### src/adcm_pkg.sv
package adcm_pkg;
  localparam int          NUM_CHAN        = 4;
  localparam int          ADDR_W          = 8;
  // Word indices; byte address is four times the index
  localparam logic [5:0]  IDX_STATUS      = 6'h01;
  localparam logic [5:0]  IDX_MODE        = 6'h02;
  localparam logic [5:0]  IDX_CLOCK       = 6'h03;
  localparam logic [5:0]  IDX_DATA0       = 6'h10;
  localparam logic [15:0] MODE_RESET      = 16'h0510;
  localparam logic [15:0] CLOCK_RESET     = 16'h0f0e;
  localparam logic [15:0] CLOCK_RW_MASK   = 16'h0fff;
  localparam logic [15:0] MODE_STORE_MASK = 16'hfbff;
  localparam int          MODE_REGCRC     = 13;
  localparam int          MODE_RXCRC      = 12;
  localparam int          MODE_POLY       = 11;
  localparam int          MODE_RSTSEEN    = 10;
  localparam int          MODE_WLEN_LO    = 8;
  localparam int          MODE_TIMEOUT    = 4;
  localparam int          MODE_SRC_LO     = 2;
  localparam int          MODE_FLOAT      = 1;
  localparam int          MODE_PULSE      = 0;
  localparam int          CLOCK_EN_LO     = 8;
  localparam int          STAT_CRCERR     = 12;
  localparam logic [1:0]  RESP_OKAY       = 2'b00;
  localparam logic [1:0]  RESP_SLVERR     = 2'b10;
  localparam int          CLK_MHZ         = 200;
  localparam int          PULSE_NS        = 20;
  localparam int          PULSE_CYCLES    = (PULSE_NS * CLK_MHZ + 999) / 1000;
  localparam logic [1:0]  WLEN_16         = 2'b00;
  localparam logic [1:0]  WLEN_24         = 2'b01;
  localparam logic [1:0]  WLEN_32_PAD     = 2'b10;
  localparam logic [1:0]  WLEN_32_SIGN    = 2'b11;
  localparam logic [1:0]  SRC_LAGGING     = 2'b00;
  localparam logic [1:0]  SRC_ANY         = 2'b01;
endpackage : adcm_pkg

### src/adcm_ready_pin.sv
`timescale 1ns/1ps
module adcm_ready_pin (
  input  wire logic clk_sys,
  input  wire logic arst_n,
  input  wire logic ce,
  input  wire logic avail,
  input  wire logic ready_idle_float,
  input  wire logic ready_pulse_format,
  output logic      ready_pin_o,
  output logic      ready_pin_oe
);
  import adcm_pkg::*;
  logic       avail_q;
  logic [7:0] pulse_cnt;
  wire        rise = avail & ~avail_q;

  always_ff @(posedge clk_sys or negedge arst_n) begin
    if (!arst_n) begin
      avail_q   <= 1'b0;
      pulse_cnt <= 8'h00;
    end else if (ce) begin
      avail_q <= avail;
      // Pulse runs its full length even if data are read early
      if (rise && ready_pulse_format) begin
        pulse_cnt <= 8'(PULSE_CYCLES);
      end else if (pulse_cnt != 8'h00) begin
        pulse_cnt <= pulse_cnt - 8'h01;
      end
    end
  end

  always_ff @(posedge clk_sys or negedge arst_n) begin
    if (!arst_n) begin
      ready_pin_o  <= 1'b1;
      ready_pin_oe <= 1'b1;
    end else if (ce) begin
      if (ready_pulse_format ? (rise || pulse_cnt > 8'h01) : avail) begin
        ready_pin_o  <= 1'b0;
        ready_pin_oe <= 1'b1;
      end else begin
        ready_pin_o  <= 1'b1;
        ready_pin_oe <= ~ready_idle_float;
      end
    end
  end
endmodule : adcm_ready_pin

### src/adcm_regs.sv
// Added by the designer: the AXI4-Lite slave port.
`timescale 1ns/1ps
module adcm_regs (
  input  wire logic                     clk_sys,
  input  wire logic                     arst_n,
  input  wire logic                     ce,
  input  wire logic [adcm_pkg::ADDR_W-1:0] s_axi_awaddr,
  input  wire logic                     s_axi_awvalid,
  output logic                          s_axi_awready,
  input  wire logic [31:0]              s_axi_wdata,
  input  wire logic [3:0]               s_axi_wstrb,
  input  wire logic                     s_axi_wvalid,
  output logic                          s_axi_wready,
  output logic [1:0]                    s_axi_bresp,
  output logic                          s_axi_bvalid,
  input  wire logic                     s_axi_bready,
  input  wire logic [adcm_pkg::ADDR_W-1:0] s_axi_araddr,
  input  wire logic                     s_axi_arvalid,
  output logic                          s_axi_arready,
  output logic [31:0]                   s_axi_rdata,
  output logic [1:0]                    s_axi_rresp,
  output logic                          s_axi_rvalid,
  input  wire logic                     s_axi_rready,
  input  wire logic [3:0]               sample_valid,
  input  wire logic [95:0]              sample_data,
  input  wire logic                     frame_crc_error,
  output logic                          reg_crc_enable,
  output logic                          rx_crc_enable,
  output logic                          crc_poly_ansi,
  output logic                          timeout_enable,
  output logic [3:0]                    channel_adc_on,
  output logic                          ready_pin_o,
  output logic                          ready_pin_oe
);
  import adcm_pkg::*;

  ////////////////////////////////////////////////////////////////////////////
  logic [15:0] mode_config;
  logic        reset_seen;
  logic [15:0] clock_config;
  logic [3:0]  data_ready;
  logic        crc_err_flag;
  logic [23:0] chan_sample [NUM_CHAN];
  logic [ADDR_W-1:0] aw_addr;
  logic [31:0] w_data;
  logic [3:0]  w_strb;
  logic [31:0] fmt_word;
  logic [23:0] rd_sample;
  logic [15:0] status_flags;
  logic [15:0] mode_view;
  logic        avail;
  logic [3:0]  en_ready;

  function automatic logic [15:0] merge_strb(input logic [15:0] old, input logic [31:0] d,
                                             input logic [3:0] s);
    merge_strb = {s[1] ? d[15:8] : old[15:8], s[0] ? d[7:0] : old[7:0]};
  endfunction : merge_strb

  function automatic logic [5:0] word_idx(input logic [ADDR_W-1:0] a);
    word_idx = a[7:2];
  endfunction : word_idx

  function automatic logic is_data_idx(input logic [5:0] i);
    is_data_idx = (i >= IDX_DATA0) && (i < IDX_DATA0 + 6'(NUM_CHAN));
  endfunction : is_data_idx

  wire [5:0] wr_idx   = word_idx(aw_addr);
  wire [5:0] rd_idx   = word_idx(s_axi_araddr);
  wire       do_write = ~s_axi_awready & ~s_axi_wready & ~s_axi_bvalid;
  wire       rd_take  = s_axi_arvalid & s_axi_arready;
  wire [1:0] rd_chan  = 2'(rd_idx - IDX_DATA0);

  assign mode_view    = (mode_config & MODE_STORE_MASK) | (16'(reset_seen) << MODE_RSTSEEN);
  assign status_flags = {3'b000, crc_err_flag, mode_view[MODE_POLY], reset_seen,
                         mode_view[9:8], 4'h0, data_ready};
  assign rd_sample    = chan_sample[rd_chan];

  ////////////////////////////////////////////////////////////////////////////
  // Write channel: address and data taken in either order
  always_ff @(posedge clk_sys or negedge arst_n) begin
    if (!arst_n) begin
      s_axi_awready <= 1'b1;
      s_axi_wready  <= 1'b1;
      s_axi_bvalid  <= 1'b0;
      s_axi_bresp   <= RESP_OKAY;
      aw_addr       <= '0;
      w_data        <= 32'h0000_0000;
      w_strb        <= 4'h0;
    end else if (ce) begin
      if (s_axi_awvalid && s_axi_awready) begin
        aw_addr       <= s_axi_awaddr;
        s_axi_awready <= 1'b0;
      end
      if (s_axi_wvalid && s_axi_wready) begin
        w_data       <= s_axi_wdata;
        w_strb       <= s_axi_wstrb;
        s_axi_wready <= 1'b0;
      end
      if (do_write) begin
        s_axi_bvalid <= 1'b1;
        s_axi_bresp  <= (wr_idx == IDX_MODE || wr_idx == IDX_CLOCK) ? RESP_OKAY : RESP_SLVERR;
      end else if (s_axi_bvalid && s_axi_bready) begin
        s_axi_bvalid  <= 1'b0;
        s_axi_awready <= 1'b1;
        s_axi_wready  <= 1'b1;
      end
    end
  end

  ////////////////////////////////////////////////////////////////////////////
  // Mode and clock words
  always_ff @(posedge clk_sys or negedge arst_n) begin
    if (!arst_n) begin
      mode_config <= MODE_RESET;
    end else if (ce && do_write && wr_idx == IDX_MODE) begin
      // Reserved bits are stored as written; host keeps them zero
      mode_config <= merge_strb(mode_config, w_data, w_strb);
    end
  end

  always_ff @(posedge clk_sys or negedge arst_n) begin
    if (!arst_n) begin
      reset_seen <= 1'b1;
    end else if (ce && do_write && wr_idx == IDX_MODE && w_strb[1] && !w_data[MODE_RSTSEEN]) begin
      reset_seen <= 1'b0;
    end
  end

  always_ff @(posedge clk_sys or negedge arst_n) begin
    if (!arst_n) begin
      clock_config <= CLOCK_RESET;
    end else if (ce && do_write && wr_idx == IDX_CLOCK) begin
      clock_config <= merge_strb(clock_config, w_data, w_strb) & CLOCK_RW_MASK;
    end
  end

  ////////////////////////////////////////////////////////////////////////////
  // Sample capture and fresh-data flags; arrival beats a clearing read
  always_ff @(posedge clk_sys or negedge arst_n) begin
    if (!arst_n) begin
      for (int i = 0; i < NUM_CHAN; i++) begin
        chan_sample[i] <= 24'h00_0000;
      end
    end else if (ce) begin
      for (int i = 0; i < NUM_CHAN; i++) begin
        if (sample_valid[i]) begin
          chan_sample[i] <= sample_data[i*24 +: 24];
        end
      end
    end
  end

  always_ff @(posedge clk_sys or negedge arst_n) begin
    if (!arst_n) begin
      data_ready <= 4'h0;
    end else if (ce) begin
      for (int i = 0; i < NUM_CHAN; i++) begin
        if (sample_valid[i]) begin
          data_ready[i] <= 1'b1;
        end else if (rd_take && is_data_idx(rd_idx) && rd_chan == 2'(i)) begin
          data_ready[i] <= 1'b0;
        end
      end
    end
  end

  // Sticky until status is read
  always_ff @(posedge clk_sys or negedge arst_n) begin
    if (!arst_n) begin
      crc_err_flag <= 1'b0;
    end else if (ce) begin
      if (frame_crc_error && mode_config[MODE_RXCRC]) begin
        crc_err_flag <= 1'b1;
      end else if (rd_take && rd_idx == IDX_STATUS) begin
        crc_err_flag <= 1'b0;
      end
    end
  end

  ////////////////////////////////////////////////////////////////////////////
  // Read channel: answer one cycle after the address is taken
  adcm_word_fmt u_fmt (
    .sample           (rd_sample),
    .word_size_select (mode_config[9:8]),
    .word             (fmt_word)
  );

  always_ff @(posedge clk_sys or negedge arst_n) begin
    if (!arst_n) begin
      s_axi_arready <= 1'b1;
      s_axi_rvalid  <= 1'b0;
      s_axi_rdata   <= 32'h0000_0000;
      s_axi_rresp   <= RESP_OKAY;
    end else if (ce) begin
      if (rd_take) begin
        s_axi_arready <= 1'b0;
        s_axi_rvalid  <= 1'b1;
        s_axi_rresp   <= RESP_OKAY;
        if (rd_idx == IDX_STATUS) begin
          s_axi_rdata <= {16'h0000, status_flags};
        end else if (rd_idx == IDX_MODE) begin
          s_axi_rdata <= {16'h0000, mode_view};
        end else if (rd_idx == IDX_CLOCK) begin
          s_axi_rdata <= {16'h0000, clock_config};
        end else if (is_data_idx(rd_idx)) begin
          s_axi_rdata <= fmt_word;
        end else begin
          s_axi_rdata <= 32'h0000_0000;
          s_axi_rresp <= RESP_SLVERR;
        end
      end else if (s_axi_rvalid && s_axi_rready) begin
        s_axi_rvalid  <= 1'b0;
        s_axi_arready <= 1'b1;
      end
    end
  end

  ////////////////////////////////////////////////////////////////////////////
  // Control outputs
  always_ff @(posedge clk_sys or negedge arst_n) begin
    if (!arst_n) begin
      reg_crc_enable <= 1'b0;
      rx_crc_enable  <= 1'b0;
      crc_poly_ansi  <= 1'b0;
      timeout_enable <= 1'b1;
      channel_adc_on <= 4'hf;
    end else if (ce) begin
      reg_crc_enable <= mode_config[MODE_REGCRC];
      rx_crc_enable  <= mode_config[MODE_RXCRC];
      crc_poly_ansi  <= mode_config[MODE_POLY];
      timeout_enable <= mode_config[MODE_TIMEOUT];
      channel_adc_on <= clock_config[CLOCK_EN_LO +: 4];
    end
  end

  // Simultaneous sampling: leading channel is the first to be ready
  assign en_ready = data_ready | ~clock_config[CLOCK_EN_LO +: 4];
  always_comb begin
    unique case (mode_config[MODE_SRC_LO +: 2])
      SRC_LAGGING: avail = (&en_ready) && (clock_config[CLOCK_EN_LO +: 4] != 4'h0);
      SRC_ANY:     avail = |(data_ready & clock_config[CLOCK_EN_LO +: 4]);
      default:     avail = |(data_ready & clock_config[CLOCK_EN_LO +: 4]);
    endcase
  end

  adcm_ready_pin u_pin (
    .clk_sys            (clk_sys),
    .arst_n             (arst_n),
    .ce                 (ce),
    .avail              (avail),
    .ready_idle_float   (mode_config[MODE_FLOAT]),
    .ready_pulse_format (mode_config[MODE_PULSE]),
    .ready_pin_o        (ready_pin_o),
    .ready_pin_oe       (ready_pin_oe)
  );

  ////////////////////////////////////////////////////////////////////////////
  property p_flag_set;
    @(posedge clk_sys) disable iff (!arst_n)
      ce && sample_valid[0] |=> data_ready[0];
  endproperty
  a_flag_set: assert property (p_flag_set) else $error("Flag not set by sample");

  property p_flag_clear;
    @(posedge clk_sys) disable iff (!arst_n)
      ce && rd_take && rd_idx == IDX_DATA0 && !sample_valid[0] |=> !data_ready[0];
  endproperty
  a_flag_clear: assert property (p_flag_clear) else $error("Flag not cleared by read");

  property p_regcrc_out;
    @(posedge clk_sys) disable iff (!arst_n)
      ce |=> reg_crc_enable == $past(mode_config[MODE_REGCRC]);
  endproperty
  a_regcrc_out: assert property (p_regcrc_out) else $error("Register CRC enable wrong");

  property p_crcerr_gate;
    @(posedge clk_sys) disable iff (!arst_n)
      ce && !crc_err_flag && frame_crc_error && !mode_config[MODE_RXCRC] |=> !crc_err_flag;
  endproperty
  a_crcerr_gate: assert property (p_crcerr_gate) else $error("Error flagged while check off");

  property p_poly_status;
    @(posedge clk_sys) disable iff (!arst_n)
      status_flags[MODE_POLY] == mode_config[MODE_POLY];
  endproperty
  a_poly_status: assert property (p_poly_status) else $error("Polynomial mirror wrong");

  property p_reset_sticky;
    @(posedge clk_sys) disable iff (!arst_n)
      !reset_seen |=> !reset_seen;
  endproperty
  a_reset_sticky: assert property (p_reset_sticky) else $error("Reset flag reappeared");

  property p_word_pad;
    @(posedge clk_sys) disable iff (!arst_n)
      ce && rd_take && is_data_idx(rd_idx) && mode_config[9:8] == WLEN_32_PAD
        |=> s_axi_rdata[7:0] == 8'h00;
  endproperty
  a_word_pad: assert property (p_word_pad) else $error("Zero padding missing");

  property p_timeout_out;
    @(posedge clk_sys) disable iff (!arst_n)
      ce ##1 ce |-> timeout_enable == $past(mode_config[MODE_TIMEOUT]);
  endproperty
  a_timeout_out: assert property (p_timeout_out) else $error("Timeout enable wrong");

  property p_float_idle;
    @(posedge clk_sys) disable iff (!arst_n)
      ce && !avail && !mode_config[MODE_PULSE] && mode_config[MODE_FLOAT] |=> !ready_pin_oe;
  endproperty
  a_float_idle: assert property (p_float_idle) else $error("Idle pin not floated");

  property p_level_low;
    @(posedge clk_sys) disable iff (!arst_n)
      ce && avail && !mode_config[MODE_PULSE] |=> !ready_pin_o && ready_pin_oe;
  endproperty
  a_level_low: assert property (p_level_low) else $error("Ready level not low");

  property p_clock_resv;
    @(posedge clk_sys) disable iff (!arst_n)
      clock_config[15:12] == 4'h0;
  endproperty
  a_clock_resv: assert property (p_clock_resv) else $error("Clock reserved bits set");

  property p_reset_clear;
    @(posedge clk_sys) disable iff (!arst_n)
      ce && do_write && wr_idx == IDX_MODE && w_strb[1] && !w_data[MODE_RSTSEEN]
        |=> !status_flags[MODE_RSTSEEN];
  endproperty
  a_reset_clear: assert property (p_reset_clear) else $error("Reset flag not cleared");

  property p_any_src;
    @(posedge clk_sys) disable iff (!arst_n)
      ce && !mode_config[MODE_PULSE] && mode_config[MODE_SRC_LO +: 2] == SRC_ANY
        && |(data_ready & clock_config[CLOCK_EN_LO +: 4]) |=> !ready_pin_o;
  endproperty
  a_any_src: assert property (p_any_src) else $error("Ready pin ignores enabled flag");

  property p_lead_src;
    @(posedge clk_sys) disable iff (!arst_n)
      mode_config[MODE_SRC_LO + 1] && |(data_ready & clock_config[CLOCK_EN_LO +: 4]) |-> avail;
  endproperty
  a_lead_src: assert property (p_lead_src) else $error("Leading source not selected");

  // Both edges must run so the pin's own history matches ours
  property p_pulse_start;
    @(posedge clk_sys) disable iff (!arst_n)
      ce && $past(ce) && mode_config[MODE_PULSE] && avail && !$past(avail)
        |=> !ready_pin_o && ready_pin_oe;
  endproperty
  a_pulse_start: assert property (p_pulse_start) else $error("Ready pulse not started");

  property p_word_16;
    @(posedge clk_sys) disable iff (!arst_n)
      ce && rd_take && is_data_idx(rd_idx) && mode_config[9:8] == WLEN_16
        |=> s_axi_rdata[31:16] == 16'h0000;
  endproperty
  a_word_16: assert property (p_word_16) else $error("Short word not cleared above");

  property p_sign_ext;
    @(posedge clk_sys) disable iff (!arst_n)
      ce && rd_take && is_data_idx(rd_idx) && mode_config[9:8] == WLEN_32_SIGN
        |=> s_axi_rdata[31:24] == {8{s_axi_rdata[23]}};
  endproperty
  a_sign_ext: assert property (p_sign_ext) else $error("Sign not extended");
endmodule : adcm_regs

### src/adcm_word_fmt.sv
`timescale 1ns/1ps
module adcm_word_fmt (
  input  wire logic [23:0] sample,
  input  wire logic [1:0]  word_size_select,
  output logic      [31:0] word
);
  import adcm_pkg::*;
  always_comb begin
    unique case (word_size_select)
      WLEN_16:     word = {16'h0000, sample[23:8]};
      WLEN_24:     word = {8'h00, sample};
      WLEN_32_PAD: word = {sample, 8'h00};
      WLEN_32_SIGN: word = {{8{sample[23]}}, sample};
    endcase
  end
endmodule : adcm_word_fmt
### config.mk
export PLATFORM = sky130hd
export DESIGN_NAME = adcm_regs
export DESIGN_NICKNAME = d
export VERILOG_FILES = /design/src/adcm_pkg.sv /design/src/adcm_ready_pin.sv /design/src/adcm_regs.sv /design/src/adcm_word_fmt.sv
export SDC_FILE = /design/constraint.sdc
export NUM_CORES = 1
export LEC_CHECK = 0
export ABC_AREA = 0
export BUFFER_PORTS_ARGS = -buffer_cell sky130_fd_sc_hd__buf_2
export CAP_MARGIN = 20
export CORE_ASPECT_RATIO = 2
export CORE_MARGIN = 2
export CORE_UTILIZATION = 55
export CTS_BUF_LIST = sky130_fd_sc_hd__clkbuf_8 sky130_fd_sc_hd__clkbuf_16
export DETAILED_ROUTE_END_ITERATION = 16
export GPL_TIMING_DRIVEN = 0
export PLACE_DENSITY = 0.91
export SLEW_MARGIN = 20
export SYNTH_ARGS = -nofsm -noshare
export SYNTH_HDL_FRONTEND = slang
export SYNTH_SLANG_ARGS = --single-unit
### constraint.sdc
create_clock -name clk_sys -period 2.05 [get_ports clk_sys]
set_input_delay 0.205 -clock clk_sys [delete_from_list [all_inputs] [get_ports clk_sys]]
set_output_delay 0.205 -clock clk_sys [all_outputs]
set_load 0.05 [all_outputs]
---- After elaboration in Yosys (flattened, before gate mapping) ----
Cells that the tools add are included.
storage, ports and cells
  flip-flop bits (word level) ............. 216
  bits of input ports ..................... 161
  output and inout port bits .............. 51
  logic and storage cells ................. 163
cells by class
  $add $sub $neg .......................... 2
  magnitude comparators ................... 4
  eq/ne operators ......................... 11
  multiplexer cells ....................... 41
  bitwise gates (word level) .............. 14
  reductions and logical operators ........ 57
operators by type and width
  cell                                                                                 count
  32-bit 2-to-1 mux                                                                    4
  32-bit one-hot mux with 4 select lines                                               1
  24-bit binary-select mux with 2-bit select                                           1
  24-bit 2-to-1 mux                                                                    2
  2-bit AND reduction                                                                  20
  1-bit 2-to-1 mux                                                                     26
  6-bit by 2-bit == test with 1-bit output, second input constant                      4
  1-bit logical AND                                                                    19
  8-bit 2-to-1 mux                                                                     2
  16-bit by 11-bit bitwise OR with 16-bit output                                       1
  2-bit nonzero test                                                                   8
  2-bit 2-to-1 mux                                                                     5
  2-bit == test, second input constant                                                 4
  8-bit by 1-bit greater-than comparator with 1-bit output, second input constant      1
  8-bit nonzero test                                                                   1
  8-bit by 1-bit subtractor with 8-bit output, second input constant                   1
  6-bit by 1-bit == test with 1-bit output, second input constant                      1
  6-bit by 5-bit greater-or-equal comparator with 1-bit output, second input constant  1
  2-bit zero test                                                                      3
  6-bit by 5-bit less-than comparator with 1-bit output, second input constant         1
  1-bit NOT                                                                            5
  1-bit AND                                                                            4
  4-bit AND                                                                            1
  2-bit by 1-bit == test with 1-bit output, second input constant                      2
  other kinds (10)                                                                     11

---- Logic depth before layout (Yosys ltp) ----
Gate-level depths: netlist of the first run.
  depth in word-level cells ............... 10
  gate-level depth with buffers ........... 7
  mapped depth without buffers ............ 7

---- Hierarchy ----
A second synthesis of the first run with hierarchy kept.
unflattened totals
  cell total of the unflattened synthesis .. 704
  area, all modules ....................... 9679.3 µm²
by module, submodules not included
  module          instances  cells an instance  area each (µm²)  sequential area each (µm²)
  adcm_regs       1          574                8541.9           5027.3
  adcm_ready_pin  1          64                 674.4            277.8
  adcm_word_fmt   1          66                 462.9            0.0

---- Worst setup path after synthesis of the first run ----
No wires, ideal clock.
  kind .................................... register to register
  start point ............................. reg s_axi_bvalid
  end point ............................... reg mode_config[0]
  setup time .............................. 0.125 ns
  arrival ................................. 1.879 ns
  required time ........................... 1.925 ns
  path slack .............................. 0.047 ns
  stages on the path, launching flop included .. 5
  buffers on the path ..................... 0
  period minus slack after synthesis ...... 2.003 ns
  cell sequence ........................... dfrtp_1 -> or4_4 -> nor4_4 -> nand2_2 -> mux2_2
on the way
  word-level cells in the longest chain between the ends .. 5
RTL lines
  element                               line              RTL
  start, declared                       adcm_regs.sv:15   output logic s_axi_bvalid,
  start signal, assigned                adcm_regs.sv:84   s_axi_bvalid <= 1'b0;
  start signal, assigned                adcm_regs.sv:100  s_axi_bvalid <= 1'b1;
  start signal, assigned                adcm_regs.sv:103  s_axi_bvalid <= 1'b0;
  1-bit NOT                             adcm_regs.sv:69   wire do_write = ~s_axi_awready & ~s_axi_wready & ~s_axi_bvalid;
  1-bit AND                             adcm_regs.sv:69
  1-bit logical AND (2 in a row)        adcm_regs.sv:115  end else if (ce && do_write && wr_idx == IDX_MODE) begin
  2-bit AND reduction (no source line)  --
  end signal, assigned                  adcm_regs.sv:117  mode_config <= merge_strb(mode_config, w_data, w_strb);
  end, declared                         adcm_regs.sv:38   logic [15:0] mode_config;
Every way passes these cells.
A chain may end at the register's enable or synchronous reset.

---- Worst setup path in the final report of the first run ----
  start point ............................. reg mode_config[9]
  end point ............................... reg s_axi_rdata[5]
on the way
  word-level cells in the longest chain between the ends .. 6
  elaborated cells on any way between the ends .. 9
  those cells by class .................... 3 x eq/ne; 5 x mux; 1 x reduce/logical
RTL lines
  element                                      line                RTL
  2-bit == test, or another cell as far along  adcm_word_fmt.sv:9  unique case (word_size_select)
  32-bit one-hot mux with 4 select lines *     adcm_word_fmt.sv:9
  32-bit 2-to-1 mux *                          adcm_regs.sv:205    end else if (is_data_idx(rd_idx)) begin
  32-bit 2-to-1 mux *                          adcm_regs.sv:203    end else if (rd_idx == IDX_CLOCK) begin
  32-bit 2-to-1 mux *                          adcm_regs.sv:201    end else if (rd_idx == IDX_MODE) begin
  32-bit 2-to-1 mux *                          adcm_regs.sv:199    if (rd_idx == IDX_STATUS) begin
  end signal, assigned                         adcm_regs.sv:200    s_axi_rdata <= {16'h0000, status_flags};
  end signal, assigned                         adcm_regs.sv:202    s_axi_rdata <= {16'h0000, mode_view};
  end signal, assigned                         adcm_regs.sv:204    s_axi_rdata <= {16'h0000, clock_config};
  end, declared                                adcm_regs.sv:20     output logic [31:0] s_axi_rdata,
Every way passes the cells marked *; elsewhere a longest branch is shown, timed or not.

==> key figures, run 1 <==
Status
  • Status: complete, but fails checks
  • Failing checks: setup timing

Synth
  • Top-area cell type share of the netlist area: 0.498
  • Post-Syn Area per Cell: 13.4 sq um
  • Synth cell types: 54
  • FFs w/ async S/R, synth: 1.00
  • Post-synth EDFFs: 0
  • Sequential area share after synthesis: 0.553
  • Seq cells post-synth: 211
  • Synth cell count leaders: dfrtp_1 (191), mux2_2 (156), nand2_1 (57)
  • Mapped Cells: 718
  • Leading area contributor after synthesis: dfrtp_1
  • Ys flop type: dfrtp_1
  • Top cells by area, synth: dfrtp_1 (50%), mux2_2 (18%), mux4_2 (7.5%)
  • Warnings, synthesis: 0
  • Post-Syn Area: 9600 sq um
  • Most common cell in the synthesized netlist: dfrtp_1

Route
  • Drt drc: 0
  • Starting DRT DRC Count: 667
  • Vias: 8012
  • DR WL/cell: 25.2 um
  • Wirelength, routed: 32100 um
  • Routed Antenna Nets: 0
  • DRT Pass-1 Iters: 5
  • Routed vias/inst: 6.30

Clock network
  • Clk sinks: 211
  • H-tree levels: 1
  • Num CTS Buffers: 19
  • Setup Buffers After CTS: 0
  • TritonCTS clock tree: built
  • Worst-path clk slew: 70 ps
  • CTS max path bufs: 3
  • Clock Tree Root: clkbuf_16
  • Clock Latency Late Sink: 490 ps

Floorplanning
  • Core area: 17200 sq um
  • Die Wd: 97.4 um
  • Row count: 68
  • Initial Util: 0.558
  • Die ar.: 18600 sq um
  • Die H: 191 um
  • I/O pin count: 212

Worst setup path
  • Worst Setup Path Type: register to register
  • CP arrival: 2480 ps
  • Critical path's slowest cell: dfrtp_1
  • CP Cell Sequence: clkbuf_1 > nor2_1 > a22oi_1 > o221ai_1
  • Nature of the critical path startpoint: register
  • Reg2reg path depth: 4
  • R2r setup slk: -90 ps
  • CP Capture Type: register
  • Critical path data required time: 2390 ps
  • Reg2reg start: mode_config[9]
  • Max incr delay on CP: 550 ps
  • Reg2reg end: s_axi_rdata[5]
  • Crit path max fanout: 10

Timing
  • Slew HR: 0.381
  • RSZ-0062 raised after global routing: yes
  • Least-Margin Pin Slew: 920 ps
  • Final Hold Violating Endpoints: 0
  • Worst Slack Setup Final: -92.6 ps
  • Fin. max-slew vios: 0
  • Fin crit share: 1.05
  • F_max: 467 MHz
  • Worst clock skew: 12.9 ps
  • Setup violations, final: 1
  • Post-layout min period: 2140 ps

Power and ir drop
  • Worst vdd ir: 0.000781 V
  • Leakage power: 5.76 nW
  • Pwr dens: 968 nW/um^2

Global routing
  • GRT Total Usage: 0.343
  • First-pass GRT wire length: 48500 um
  • Number of global-route vias before repair: 8516
  • Largest net degree at the start of global routing: 106
  • Initial antenna violation count: 2
  • Grt ovf: 0

Layout
  • Area growth, synth to finish: 32.9%
  • Final Non-Filler Cells: 1271
  • Nets: 1211
  • Filler instances: 1070
  • Share of layout cells above drive strength 1: 0.421
  • Post-Route Utilization: 0.742

Min path
  • Worst hold stages: 3
  • Tightest Hold Check Type: input pin to register
  • Worst hold start: s_axi_rready
  • Worst-case hold path end point: s_axi_arready

Placed design
  • DPL Wire Length: 20400 um
  • Inst Count DP: 1114
  • Gpl congestion: 0.976
  • Number of port buffers: 183
  • Dpl ws: -266 ps

Run
  • Max cap viols: 0
[logic make-up after synthesis]
family | Yosys count | synth area share
other | 1 | 0.000391
adder cells (fa/ha/maj) | 3 | 0.00391
AND/OR/NAND/NOR | 134 | 0.0695
buffers and inverters | 54 | 0.0233
AO/OA/AOI/OAI | 117 | 0.0814
multiplexers | 198 | 0.269
flip-flops | 211 | 0.553
[report_power, final]
group          internal [W]  switching [W]
clock               0.00221        0.00161
sequential          0.00500       0.000719
combinational       0.00136        0.00145
[per-stage QoR]
step	hold WS [ps]	setup TNS, ps	cell area, sq um	total power [W]
2_1_floorplan	-90.6	0	9600	0.00724
5_1_grt	2.16	-34.8	12800	0.0127
3_5_place_dp	53.0	-3530	10800	0.00819
4_1_cts	2.46	0	12700	0.0121
3_3_place_gp	437	-520940	10800	0.00804
6_report	6.09	-92.6	12800	0.0123
[state kept, by name (all words and copies together) (netlist names), 4 cells and up]
| register | cells |
|---|---|
| s_axi_rdata | 32 |
| u_pin.pulse_cnt | 8 |
| aw_addr | 6 |
| data_ready | 4 |
| clock_config | 12 |
| mode_config | 15 |
| chan_sample | 96 |
| channel_adc_on | 4 |
| w_data | 16 |
[layout make-up]
class                   count  area, sq um  area share
diodes                      2         5.00    0.000392
plain buffers              42          183      0.0143
clock buffers              23          531      0.0416
clock inverters            10          118     0.00922
inverters                  11         41.3     0.00324
multi-input cells         454         4100       0.321
flip-flops and latches    211         5310       0.416
well taps                 210          263      0.0206
repair buffers            308         2210       0.173
[cell usage in the layout (no fill, tap or decap), types with 3 or more instances in the layout]
| cell | instances |
|---|---|
| dfrtp_1 | 191 |
| buf_2 | 190 |
| mux2_2 | 156 |
| dlygate4sd3_1 | 123 |
| nand2_1 | 57 |
| mux4_2 | 32 |
| o21ai_0 | 31 |
| clkbuf_1 | 25 |
| a22oi_1 | 24 |
| dfstp_2 | 20 |
| nor2_1 | 19 |
| clkbuf_16 | 19 |
| inv_1 | 17 |
| nand3_1 | 17 |
| a21oi_1 | 16 |
| mux2i_1 | 9 |
| nor3_1 | 8 |
| a31oi_1 | 7 |
| nor2b_1 | 6 |
| a211oi_1 | 6 |
| nand2b_1 | 5 |
| o221ai_1 | 5 |
| o22ai_1 | 4 |
| clkbuf_8 | 4 |
| buf_4 | 3 |
| clkbuf_2 | 3 |
| buf_1 | 3 |
| nor3b_1 | 3 |
| a32oi_1 | 3 |
| nor4_1 | 3 |
| and3_1 | 3 |
| ha_1 | 3 |
| bufinv_16 | 3 |
[repair_timing]
action / 4_1_cts / 5_1_grt
endpoints found under the hold margin: 221 / 1
setup endpoints to repair: 21 / 26
hold buffers: 122 / 1
pin swaps: 0 / 1
gates resized for setup: 3 / 9
[worst max path at each step]
| stage | start | to | slack, ps | depth (start not counted) |
|---|---|---|---|---|
| 2_1_floorplan | s_axi_bvalid | mode_config[0] | 50 | 4 |
| 3_5_place_dp | s_axi_araddr[6] | s_axi_rdata[5] | -270 | 6 |
| 6_report | mode_config[9] | s_axi_rdata[5] | -90 | 4 |
| 4_1_cts | s_axi_arready | s_axi_rdata[5] | 40 | 5 |
| 3_3_place_gp | arst_n | chan_sample[26] | -2600 | 1 |
| 5_1_grt | mode_config[9] | s_axi_rdata[25] | -30 | 5 |
[critical path, delay by kind of cell (launching register included)]
| kind | cells | cell delay, ps |
|---|---|---|
| compound gates | 2 | 640 |
| flops | 1 | 550 |
| buf+inv | 1 | 520 |
| simple gates | 1 | 280 |
[per-layer routing]
| layer | wire length (um) | global-route usage | vias up |
|---|---|---|---|
| met4 | 2800 | 0.237 | 0 |
| met5 | 0 | 0 | - |
| met2 | 17000 | 0.612 | 474 |
| met3 | 2040 | 0.0543 | 173 |
| li1 | - | - | 3341 |
| met1 | 10200 | 0.367 | 4024 |
Power figures use the tool's default switching activity.
==> run 2, diff against run 1 <==
SETUP_SLACK_MARGIN = 0.15   (was not set)
==> key figures, run 2 (synthesis gave the netlist of run 1 again) <==
Power and ir drop
  • Total power: 0.0127 W (+2.8%)
  • Sw Ratio: 0.315 (+0.00898)
  • Flop pwr share: 0.454 (-0.009)
  • Worst vdd ir: 0.000804 V (+2.9%)
  • Leakage power: 5.85 nW (+1.4%)
  • NetSw: 0.00400 W (+5.8%)
  • Logic pwr share: 0.231 (+0.004)
  • Pwr dens: 977 nW/um^2 (+0.96%)
  • Pint: 0.00869 W (+1.4%)
  • Clk pwr share: 0.314 (+0.004)

Route
  • Wirelength, routed: 33100 um (+3.4%)
  • Vias: 8241 (+2.9%)
  • DRT Pass-1 Iters: 6 (+1)
  • Routed vias/inst: 6.40 (+1.5%)
  • Starting DRT DRC Count: 972 (+46%)
  • Routed Antenna Nets: 0 (unchanged)
  • DR WL/cell: 25.7 um (+2.0%)
  • Drt drc: 0 (unchanged)

Layout
  • Final Non-Filler Cells: 1288 (+1.3%)
  • Area growth, synth to finish: 35.3%
  • Biggest regs: chan_sample (96), s_axi_rdata (32), w_data (16)
  • Max FFs per register: 96 (unchanged)
  • Share of layout cells above drive strength 1: 0.438 (+0.0169)
  • Commonest non-fill, non-tap cells in the layout: buf_2 (191), dfrtp_1 (190), mux2_2 (154)
  • Nets: 1223 (+0.99%)
  • Commonest non-fill, non-tap cell in the layout: buf_2
  • Most flop-heavy register: chan_sample
  • Post-Route Utilization: 0.756 (+0.0132)

Global routing
  • Largest net degree at the start of global routing: 102 (-3.8%)
  • Grt ovf: 0 (unchanged)
  • First-pass GRT wire length: 50600 um (+4.3%)
  • Initial antenna violation count: 4 (+2)
  • GRT Total Usage: 0.356 (+0.0132)
  • Number of global-route vias before repair: 8810 (+3.5%)

Timing
  • Setup violations, final: 0 (-1)
  • Least-Margin Pin Slew: 923 ps (+2.72 ps)
  • RSZ-0062 raised after global routing: yes
  • F_max: 515 MHz (+10%)
  • Worst Slack Setup Final: 108 ps (+200 ps)
  • Worst clock skew: 20.6 ps (+7.70 ps)
  • Setup TNS: 0 ps (+92.6 ps)
  • Final Hold Violating Endpoints: 0 (unchanged)
  • Fin. max-slew vios: 0 (unchanged)
  • Post-layout min period: 1940 ps (-200 ps)
  • Fin crit share: 0.948 (-0.0976)
  • Slew HR: 0.379 (-0.00183)

Status
  • Status: complete, no violations

Floorplanning
  • Die H: 191 um (unchanged)
  • Row count: 68 (unchanged)
  • Initial Util: 0.558 (unchanged)
  • I/O pin count: 212 (unchanged)
  • Core area: 17200 sq um (unchanged)
  • Die ar.: 18600 sq um (unchanged)
  • Die Wd: 97.4 um (unchanged)

Worst setup path
  • CP arrival: 2330 ps (-150 ps)
  • Crit path max fanout: 8 (-2)
  • Nature of the critical path startpoint: register
  • CP Capture Type: register
  • Worst Setup Path Type: register to register
  • Critical path data required time: 2440 ps (+50 ps)

Clock network
  • Clock Latency Late Sink: 510 ps (+20 ps)
  • H-tree levels: 1 (unchanged)
  • Num CTS Buffers: 20 (+1)
  • Clock Tree Root: clkbuf_16
  • Clk sinks: 211 (unchanged)
  • Worst-path clk slew: 70 ps (about the same)
  • TritonCTS clock tree: built
  • CTS max path bufs: 3 (unchanged)

Placed design
  • Gpl congestion: 0.994 (+1.9%)
  • DPL Wire Length: 20500 um (+0.56%)
  • Dpl ws: -253 ps (+13.5 ps)
  • Inst Count DP: 1114 (unchanged)
  • Number of port buffers: 183 (unchanged)

Run
  • Max cap viols: 0 (unchanged)

Min path
  • Tightest Hold Check Type: input pin to async pin
[run 2: routing by layer]
| metal | GRT usage | up-vias | part of all wire |
|---|---|---|---|
| met5 | 0 | - | 0 |
| met4 | 0.269 | 0 | 0.094 |
| met3 | 0.0645 | 212 | 0.073 |
| met2 | 0.629 | 611 | 0.52 |
| met1 | 0.371 | 4057 | 0.31 |
| li1 | - | 3361 | - |
[run 2: power by group through the flow]
stage	Sequential, W	Clock (W)	Combinational (W)
6_report	0.00576	0.00399	0.00294
5_1_grt	0.00582	0.00415	0.00308
4_1_cts	0.00567	0.00397	0.00273
3_5_place_dp	0.00571	0	0.00248
3_3_place_gp	0.00564	0	0.00239
2_1_floorplan	0.00574	0	0.00150
[run 2: cell type report]
type / instances / area (sq um)
flip-flops and latches: 211 / 5310
repair buffers: 318 / 2300
plain buffers: 43 / 199
fillers: 1003 / 4200
clock inverters: 11 / 121
diodes: 5 / 12.5
multi-input cells: 454 / 4160
inverters: 11 / 41.3
clock buffers: 25 / 581
well taps: 210 / 263
[run 2: worst max-delay path, cell delays in order (launching register included)]
cell and delay [ps]:
dfrtp_1 380, or4b_4 580, nor4_4 250, buf_6 170
nand2_8 110, mux2_2 340
[run 2: final timing paths]
kind                       slack (ps)               from                end  depth (start not counted)
setup / recovery                  110         aw_addr[5]    mode_config[15]                          5
min in group clk_sys              140    s_axi_araddr[7]    s_axi_rdata[31]                          4
setup reg to reg                  110         aw_addr[5]    mode_config[15]                          5
hold reg to reg                   470  u_pin.ready_pin_o  u_pin.ready_pin_o                          2
hold / removal                    120             arst_n    chan_sample[44]                          2
max in group asynchronous         680             arst_n    clock_config[2]                          4
[run 2: repair_timing]
item / in CTS / in global routing
hold buffers: 127 / 0
setup buffers: 4 / 2
hold endpoints to repair: 226 / 0
resized for setup: 12 / 26
pin swaps: 5 / 2
endpoints found under the setup margin: 43 / 78
[run 2: stage by stage]
step | hold slack, ps | instance area, sq um
floorplan | -90.6 | 9600
global placement | 437 | 10800
detailed placement | 38.6 | 10800
CTS | 120 | 12900
global route | 142 | 13000
finish | 124 | 13000
